===== src/scb_pkg.sv =====
// Shared constants and carrier types for the CAM bridge
package scb_pkg;
	localparam int DATA_W = 32;
	localparam int STAGE_W = 72;
	localparam int BEAT_W = 36;
	localparam int CTX_N = 32;
	localparam int CTX_W = 5;
	localparam int ADDR_W = 6;
	localparam int SA_W = 26;
	localparam int BUF_DEPTH = 2;
	// Word indices on host address bits 7:2
	localparam logic [5:0] IDX_WDATA0 = 6'h00;
	localparam logic [5:0] IDX_WDATA1 = 6'h01;
	localparam logic [5:0] IDX_WDATA2 = 6'h02;
	localparam logic [5:0] IDX_LAUNCH = 6'h03;
	localparam logic [5:0] IDX_STATUS = 6'h04;
	localparam logic [5:0] IDX_SEMA = 6'h05;
	localparam logic [5:0] IDX_RDATA0 = 6'h08;
	localparam logic [5:0] IDX_RDATA1 = 6'h09;
	localparam logic [5:0] IDX_RDATA2 = 6'h0a;
	// Field positions
	localparam int LAUNCH_SEARCH_BIT = 8;
	localparam int LAUNCH_RD_BIT = 9;
	localparam int RES_VALID_BIT = 31;
	localparam int RES_HIT_BIT = 29;
	localparam int RES_MULTI_BIT = 28;
	localparam int STAT_BUSY_BIT = 0;
	localparam int STAT_OVF_BIT = 1;
	localparam int STAT_FULL_BIT = 2;
	// Reset values
	localparam logic [31:0] SEMA_RST = 32'h0;
	localparam logic [31:0] RESVLD_RST = 32'h0;

	typedef struct packed {
		logic search;
		logic want_rd;
		logic [CTX_W-1:0] ctx;
		logic [STAGE_W-1:0] data;
	} scb_cmd_t;

	typedef struct packed {
		logic hit;
		logic multi;
		logic [SA_W-1:0] addr;
	} scb_res_t;
endpackage : scb_pkg


===== src/scb_buf.sv =====
// Small valid/ready buffer for launched commands
`timescale 1ns/1ps
`default_nettype none
module scb_buf #(
	parameter int W = 8,
	parameter int DEPTH = 2
) (
	// Clock and reset
	input wire logic clk_i,
	input wire logic rst_n_i,
	// Fill side
	input wire logic in_valid_i,
	output logic in_ready_o,
	input wire logic [W-1:0] in_data_i,
	// Drain side
	output logic out_valid_o,
	input wire logic out_ready_i,
	output logic [W-1:0] out_data_o
);
	localparam int PW = (DEPTH > 1) ? $clog2(DEPTH) : 1;
	localparam int CW = $clog2(DEPTH + 1);
	logic [W-1:0] mem [DEPTH];
	logic [PW-1:0] wr_q, wr_d, rd_q, rd_d;
	logic [CW-1:0] cnt_q, cnt_d;
	logic push, pop;

	function automatic logic [PW-1:0] bump(input logic [PW-1:0] p);
		return (p == PW'(DEPTH - 1)) ? '0 : PW'(p + 1'b1);
	endfunction : bump

	always_comb begin
		push = in_valid_i && (cnt_q != CW'(DEPTH));
		pop = out_ready_i && (cnt_q != '0);
		wr_d = push ? bump(wr_q) : wr_q;
		rd_d = pop ? bump(rd_q) : rd_q;
		cnt_d = CW'(cnt_q + CW'(push) - CW'(pop));
	end

	always_ff @(posedge clk_i or negedge rst_n_i) begin
		if (!rst_n_i) begin
			wr_q <= '0;
			rd_q <= '0;
			cnt_q <= '0;
		end else begin
			wr_q <= wr_d;
			rd_q <= rd_d;
			cnt_q <= cnt_d;
		end
	end

	always_ff @(posedge clk_i) begin
		if (push) begin
			mem[wr_q] <= in_data_i;
		end
	end

	assign in_ready_o = (cnt_q != CW'(DEPTH));
	assign out_valid_o = (cnt_q != '0);
	assign out_data_o = mem[rd_q];
endmodule : scb_buf
`default_nettype wire


===== src/scb_bridge.sv =====
// SRAM-style host registers bridged onto a CAM search port
`timescale 1ns/1ps
`default_nettype none
module scb_bridge
	import scb_pkg::*;
#(
	parameter int DEPTH = BUF_DEPTH
) (
	// Clock and reset
	input wire logic clk_i,
	input wire logic rst_n_i,
	// Host SRAM bus
	input wire logic cs_n_i,
	input wire logic rw_i,
	input wire logic [ADDR_W-1:0] addr_i,
	input wire logic [DATA_W-1:0] wdata_i,
	input wire logic oe_n_i,
	input wire logic late_wr_i,
	output logic [DATA_W-1:0] rdata_o,
	output logic rdata_oe_o,
	// CAM search port outputs
	output logic [BEAT_W-1:0] search_data_rise_o,
	output logic [BEAT_W-1:0] search_data_fall_o,
	output logic search_data_oe_o,
	output logic search_select_n_o,
	output logic search_kind_o,
	output logic [CTX_W-1:0] search_ctx_o,
	// CAM inputs
	input wire logic [BEAT_W-1:0] search_data_i,
	input wire logic cam_ready_i,
	input wire logic rd_valid_i,
	input wire logic res_valid_i,
	input wire logic [CTX_W-1:0] res_ctx_i,
	input wire logic res_hit_i,
	input wire logic res_multi_i,
	input wire logic [SA_W-1:0] res_addr_i
);
	typedef enum logic [1:0] {S_IDLE, S_WAIT, S_FALL} scb_state_t;

	logic wr_now, rd_now, wr_go, push, pop, busy, buf_in_ready, buf_out_valid;
	logic [ADDR_W-1:0] wr_addr;
	logic [ADDR_W:0] lag1_q, lag1_d, lag2_q, lag2_d;
	logic [STAGE_W-1:0] stage_q, stage_d, rd_data_q, rd_data_d;
	logic [DATA_W-1:0] sema_q, sema_d, rdata_q, rdata_d, rword;
	logic [CTX_N-1:0] res_vld_q, res_vld_d;
	logic ovf_q, ovf_d, roe_q, roe_d;
	logic [CTX_W-1:0] launch_ctx, ctx_q, ctx_d;
	logic [BEAT_W-1:0] rise_q, rise_d, fstage_q, fstage_d, fall_q, fall_in_q;
	logic [BEAT_W-1:0] rd_rise_q, rd_rise_d, buf_out_hi;
	logic sel_n_q, sel_n_d, bus_oe_q, bus_oe_d, kind_q, kind_d;
	scb_state_t state_q, state_d;
	scb_cmd_t push_cmd, buf_out;
	scb_res_t res_mem [CTX_N];

	// write data lags two edges in pipelined mode
	always_comb begin
		wr_now = !cs_n_i && !rw_i;
		rd_now = !cs_n_i && rw_i;
		lag1_d = {wr_now, addr_i};
		lag2_d = lag1_q;
		wr_go = late_wr_i ? lag2_q[ADDR_W] : wr_now;
		wr_addr = late_wr_i ? lag2_q[ADDR_W-1:0] : addr_i;
		launch_ctx = wdata_i[CTX_W-1:0];
		push = wr_go && (wr_addr == IDX_LAUNCH);
		push_cmd.search = wdata_i[LAUNCH_SEARCH_BIT];
		push_cmd.want_rd = wdata_i[LAUNCH_RD_BIT];
		push_cmd.ctx = launch_ctx;
		push_cmd.data = stage_q;
		busy = buf_out_valid || (state_q != S_IDLE);
	end

	always_comb begin
		stage_d = stage_q;
		sema_d = sema_q;
		ovf_d = ovf_q;
		res_vld_d = res_vld_q;
		if (wr_go) begin
			case (wr_addr)
				IDX_WDATA0: stage_d[31:0] = wdata_i;
				IDX_WDATA1: stage_d[63:32] = wdata_i;
				IDX_WDATA2: stage_d[71:64] = wdata_i[7:0];
				IDX_STATUS: ovf_d = 1'b0;
				IDX_SEMA: begin
					if (wdata_i == '0 || sema_q == '0) begin
						sema_d = wdata_i;
					end
				end
				default: ;
			endcase
		end
		// full buffer drops launch, flags it
		if (push && !buf_in_ready) begin
			ovf_d = 1'b1;
		end
		// clear on accepted search launch, set on result
		if (push && buf_in_ready && push_cmd.search) begin
			res_vld_d[launch_ctx] = 1'b0;
		end
		if (res_valid_i) begin
			res_vld_d[res_ctx_i] = 1'b1;
		end
	end

	always_ff @(posedge clk_i or negedge rst_n_i) begin
		if (!rst_n_i) begin
			res_mem <= '{default: '0};
		end else if (res_valid_i) begin
			res_mem[res_ctx_i] <= '{hit: res_hit_i, multi: res_multi_i, addr: res_addr_i};
		end
	end

	always_comb begin
		rword = '0;
		if (addr_i[ADDR_W-1]) begin
			rword[RES_VALID_BIT] = res_vld_q[addr_i[CTX_W-1:0]];
			rword[RES_HIT_BIT] = res_mem[addr_i[CTX_W-1:0]].hit;
			rword[RES_MULTI_BIT] = res_mem[addr_i[CTX_W-1:0]].multi;
			rword[SA_W-1:0] = res_mem[addr_i[CTX_W-1:0]].addr;
		end else begin
			case (addr_i)
				IDX_WDATA0: rword = stage_q[31:0];
				IDX_WDATA1: rword = stage_q[63:32];
				IDX_WDATA2: rword[7:0] = stage_q[71:64];
				IDX_STATUS: begin
					rword[STAT_BUSY_BIT] = busy;
					rword[STAT_OVF_BIT] = ovf_q;
					rword[STAT_FULL_BIT] = !buf_in_ready;
				end
				IDX_SEMA: rword = sema_q;
				IDX_RDATA0: rword = rd_data_q[31:0];
				IDX_RDATA1: rword = rd_data_q[63:32];
				IDX_RDATA2: rword[7:0] = rd_data_q[71:64];
				default: ;
			endcase
		end
		// read data one edge after select
		rdata_d = rd_now ? rword : rdata_q;
		roe_d = rd_now && !oe_n_i;
	end

	scb_buf #(
		.W($bits(scb_cmd_t)),
		.DEPTH(DEPTH)
	) u_buf (
		.clk_i(clk_i),
		.rst_n_i(rst_n_i),
		.in_valid_i(push),
		.in_ready_o(buf_in_ready),
		.in_data_i(push_cmd),
		.out_valid_o(buf_out_valid),
		.out_ready_i(pop),
		.out_data_o(buf_out)
	);

	always_comb begin
		state_d = state_q;
		pop = 1'b0;
		sel_n_d = 1'b1;
		bus_oe_d = 1'b0;
		rise_d = rise_q;
		fstage_d = fstage_q;
		kind_d = kind_q;
		ctx_d = ctx_q;
		rd_rise_d = rd_rise_q;
		rd_data_d = rd_data_q;
		buf_out_hi = buf_out.data[STAGE_W-1:BEAT_W];
		unique case (state_q)
			S_IDLE: begin
				if (buf_out_valid && cam_ready_i) begin
					pop = 1'b1;
					sel_n_d = 1'b0;
					bus_oe_d = 1'b1;
					// upper half on rising beat, lower on falling
					rise_d = buf_out_hi;
					fstage_d = buf_out.data[BEAT_W-1:0];
					kind_d = buf_out.search;
					ctx_d = buf_out.ctx;
					if (buf_out.want_rd) begin
						state_d = S_WAIT;
					end
				end
			end
			S_WAIT: begin
				if (rd_valid_i) begin
					rd_rise_d = search_data_i;
					state_d = S_FALL;
				end
			end
			S_FALL: begin
				rd_data_d = {rd_rise_q, fall_in_q};
				state_d = S_IDLE;
			end
		endcase
	end

	always_ff @(posedge clk_i or negedge rst_n_i) begin
		if (!rst_n_i) begin
			lag1_q <= '0;
			lag2_q <= '0;
			stage_q <= '0;
			sema_q <= SEMA_RST;
			ovf_q <= 1'b0;
			res_vld_q <= RESVLD_RST;
			rdata_q <= '0;
			roe_q <= 1'b0;
			state_q <= S_IDLE;
			sel_n_q <= 1'b1;
			bus_oe_q <= 1'b0;
			rise_q <= '0;
			fstage_q <= '0;
			kind_q <= 1'b0;
			ctx_q <= '0;
			rd_rise_q <= '0;
			rd_data_q <= '0;
		end else begin
			lag1_q <= lag1_d;
			lag2_q <= lag2_d;
			stage_q <= stage_d;
			sema_q <= sema_d;
			ovf_q <= ovf_d;
			res_vld_q <= res_vld_d;
			rdata_q <= rdata_d;
			roe_q <= roe_d;
			state_q <= state_d;
			sel_n_q <= sel_n_d;
			bus_oe_q <= bus_oe_d;
			rise_q <= rise_d;
			fstage_q <= fstage_d;
			kind_q <= kind_d;
			ctx_q <= ctx_d;
			rd_rise_q <= rd_rise_d;
			rd_data_q <= rd_data_d;
		end
	end

	always_ff @(negedge clk_i or negedge rst_n_i) begin
		if (!rst_n_i) begin
			fall_q <= '0;
			fall_in_q <= '0;
		end else begin
			fall_q <= fstage_q;
			fall_in_q <= search_data_i;
		end
	end

	assign rdata_o = rdata_q;
	assign rdata_oe_o = roe_q;
	// both beats drive the 36-bit bus
	assign search_data_rise_o = rise_q;
	assign search_data_fall_o = fall_q;
	assign search_data_oe_o = bus_oe_q;
	assign search_select_n_o = sel_n_q;
	assign search_kind_o = kind_q;
	assign search_ctx_o = ctx_q;
endmodule : scb_bridge
`default_nettype wire


===== config.mk =====
export PLATFORM = sky130hd
export DESIGN_NAME = scb_bridge
export DESIGN_NICKNAME = d
export VERILOG_FILES = /design/src/scb_pkg.sv /design/src/scb_buf.sv /design/src/scb_bridge.sv
export SDC_FILE = /design/constraint.sdc
export NUM_CORES = 2
export LEC_CHECK = 0
export BUFFER_PORTS_ARGS = -buffer_cell sky130_fd_sc_hd__buf_2
export CAP_MARGIN = 20
export CORE_MARGIN = 4
export CORE_UTILIZATION = 30
export CTS_CLUSTER_DIAMETER = 80
export CTS_CLUSTER_SIZE = 28
export DETAILED_ROUTE_END_ITERATION = 7
export PLACE_DENSITY = 0.54
export SYNTH_ARGS = -nofsm -noshare
export SYNTH_HDL_FRONTEND = slang
export SYNTH_SLANG_ARGS = --single-unit

===== constraint.sdc =====
create_clock -name clk_i -period 16.8 [get_ports clk_i]
set_input_delay 3.36 -clock clk_i [delete_from_list [all_inputs] [get_ports clk_i]]
set_output_delay 3.36 -clock clk_i [all_outputs]
set_load 0.005 [all_outputs]

==> out/qor.yml <==
status:
  outcome: "finished clean"
yosys:
  async_reset_ff_share_pct: 89.5
  synth_cell_types: 83
  synth_top_family_by_area: "multiplexers"
  synth_xor_area_share_pct: 0.0547
  synth_edf_count: 158
  avgSynthCellArea_um2: 15.4
  synth_mux_area_share_pct: 29.3
  synthesis.nets: 4288
  ys_warn_count: 0
  synth-adder-area-share_pct: 0.117
  synth_compound_area_share_pct: 4.65
  synth_area_um2: 64000
  yosysSeqAreaShare_pct: 60.0
  synth_flop_cell: "dfrtp_1"
  netlist_instances: 4166
  synth-simple-area-share_pct: 2.81
  synth_seq_cells: 1504
timing:
  drv_slew: 0
  rsz0062_at_grt: "no"
  setup_viol: 0
  skew_ps: 81.7
  worst_pin_slew_ps: 1270
  whs_ps: 351
  hold_violations: 0
  timing.setup.tns_ps: 0
  max-slew-margin-rel_pct: 14.5
clock_network:
  clock_path_buffers: 3
  cts.sinks: 1504
  clock_latency_ps: 760
  cts_tree: "yes"
  post-cts-setup-buffers: 0
  cts-buffers-inserted: 96
  cts-root-buf: "clkbuf_16"
  ctsHoldBuffers: 0
  htreeDepth: 3
  cts.repair.resized: 0
  clkSlewWorstSetupHoldPaths_ps: 90
critical_path:
  worst-path-buf-inv: 1
  cpMaxStageDelayCell: "dfrtn_1"
  cp_data_required_time_ps: 13440
  endpoint_kind: "output port"
  slowest_delay_ps: 400
  cp_top_family: "flip-flops"
  path_cells: "buf_2"
  critPathMaxFanout: 1
  worst_setup_path_start_kind: "register"
  arrival_ps: 9600
  path_class: "reg2out"
floorplan:
  die_h_um: 470
  io_pins: 229
  die_x_um: 470
  row_count: 169
  core_area_um2: 212000
  start_util_pct: 30.2
  dieArea_um2: 221000
cells_and_area:
  area_growth_pct: 11.8
  fin_nets: 4353
  layout-drive-gt1-share_pct: 42.9
detailed_routing:
  finalWirelength_mm: 207
  ant_nets: 0
  wl_per_cell_um: 28.9
  dr.pass1.iters: 8
  drtIter0Drc: 3405
  drc: 0
  vias_per_cell: 5.25
  via_count: 37534
power_and_ir_drop:
  p_sw_w: 0.00281
  p_comb_share_pct: 18.1
  p_clk_share_pct: 29.4
  ir_drop_mv: 0.0803
  internal_power_w: 0.00661
  power_leakage_nw: 31.1
  power.share.sequential_pct: 52.5
  power_density_nw_per_um2: 132
  swShare_pct: 29.8
placement:
  place.gp.congestion: 0.794
  dp_hpwl_mm: 130
  io_buffers: 228
grt:
  grt_pass1_vias: 37919
  antenna_found_initial: 40
  grt_max_degree: 153
  overflow: 0
  grt_usage_pct: 18.3
  grt_first_pass_wirelength_mm: 296
hold_path:
  hold_path.class: "reg2reg"
job:
  max_cap_viol_count: 0
-- state kept, by name, indices dropped and copies added, names as in the netlist, 5 cells and up --
register and count:
res_vld_q 32, res_mem 896, rdata_o 32, lag1_q 7
stage_q 72, rd_rise_q 36, fall_in_q 36, rd_data_q 72
u_buf.mem 158, fstage_q 36, search_data_rise_o 36, lag2_q 7
search_data_fall_o 36, sema_q 32, search_ctx_o 5
-- layout by cell type (no fill, tap or decap), drive strengths merged, types with 18 or more instances in the layout --
cell type	synthesis	routed
a211oi	18	18
a21oi	73	73
a221oi	18	18
a222oi	18	18
a22oi	57	57
buf	197	323
clkbuf	160	104
clkinv	0	29
dfrtn	72	72
dfrtp	1273	1273
diode	0	18
edfxtp	158	158
inv	11	50
mux2	1113	1113
mux2i	192	192
mux4	188	188
nand2	144	144
nand3	22	22
nor2	91	91
o21ai	104	104
o22ai	29	29
-- synth_stat cells (all sizes together) (4+ instances only) --
cell     instances  share of area (%)
a222oi          18               0.28
o22ai           29               0.28
o22a             8               0.11
clkbuf         160               0.95
nor3             7              0.080
nand2          144               0.84
nand3b           8               0.10
o211ai           7              0.082
mux2i          192                3.0
and2            10              0.098
nand3           22               0.18
dfrtn           72                2.8
nor2            91               0.53
and3b            4              0.055
buf            197                2.0
mux2          1113                 20
o21ai          104               0.81
a21oi           73               0.57
ha               6               0.12
inv             11              0.065
and3            12               0.12
nand2b           6              0.070
dfrtp         1273                 50
nor4            16               0.16
a221o            8               0.13
edfxtp         158                7.4
mux4           188                6.7
a211oi          18               0.21
a2111oi          6               0.12
a31oi           14               0.14
a32oi           14               0.19
a41oi           16               0.22
nor2b           12               0.12
o221ai          13               0.18
o32ai            4              0.055
or3b             4              0.055
a22o             6              0.082
nor3b           11               0.21
a221oi          18               0.28
a22oi           57               0.67
a31o             5              0.068
-- layout make-up --
cell class	instances	area, um^2
Antenna cell	18	45.0
Clock buffer	104	2530
Clock inverter	77	1070
Fill cell	20511	141000
Inverter	11	43.8
Multi-Input combinational cell	2294	23900
Sequential cell	1504	38400
Tap cell	2821	3530
Timing Repair Buffer	324	2010
-- routing by layer --
layer / vias to the layer above / GRT usage [%] / wire length (um)
met5: - / 0 / 125
met4: 20 / 4.56 / 4600
met3: 237 / 4.06 / 13800
met2: 1114 / 28.2 / 93700
met1: 20520 / 26.3 / 94700
li1: 15643 / - / -
-- worst paths after layout --
path                                            end  cells after the start  slack [ps]                              from
min reg2reg                     lag2_q[2]$_DFF_PN0_                      0         350               lag1_q[2]$_DFF_PN0_
max                          search_data_fall_o[22]                      1        3840  search_data_fall_o[22]$_DFF_NN0_
min in group asynchronous  res_mem[878]$_DFFE_PN0P_                      1        2530                           rst_n_i
max in group asynchronous   fall_in_q[27]$_DFF_NN0_                      2        4670                           rst_n_i
max reg2reg                rd_data_q[8]$_DFFE_PN0N_                      1        7710            fall_in_q[8]$_DFF_NN0_
min                             lag2_q[2]$_DFF_PN0_                      0         350               lag1_q[2]$_DFF_PN0_
-- per-stage QoR --
step	setup slack (ps)	util (%)	instance area (um^2)	total power, W	std cells
6_report	3840	33.7	71600	0.00942	7153
3_5_place_dp	3980	32.0	67900	0.00675	6952
2_1_floorplan	4660	-	64000	0.00596	4166
4_1_cts	3780	33.7	71500	0.00953	7133
3_3_place_gp	3990	32.0	67900	0.00669	6952
5_1_grt	3790	33.7	71500	0.00988	7138
-- kinds of logic after synthesis --
kind of cell | count (synthesis)
AO/OA/AOI/OAI | 431
multiplexers | 1493
flip-flops | 1504
XOR/XNOR | 4
adder cells (fa/ha/maj) | 6
buffers and inverters | 368
AND/OR/NAND/NOR | 360
-- power groups by stage --
stage / logic, W / registers (W) / clock network, W
after CTS: 0.00173 / 0.00495 / 0.00284
after detailed placement: 0.00173 / 0.00503 / 0
final: 0.00171 / 0.00495 / 0.00277
after floorplan: 0.00119 / 0.00477 / 0
after global placement: 0.00169 / 0.00500 / 0
after global routing: 0.00187 / 0.00503 / 0.00298
Note: power is estimated with default switching activity, not from simulation.
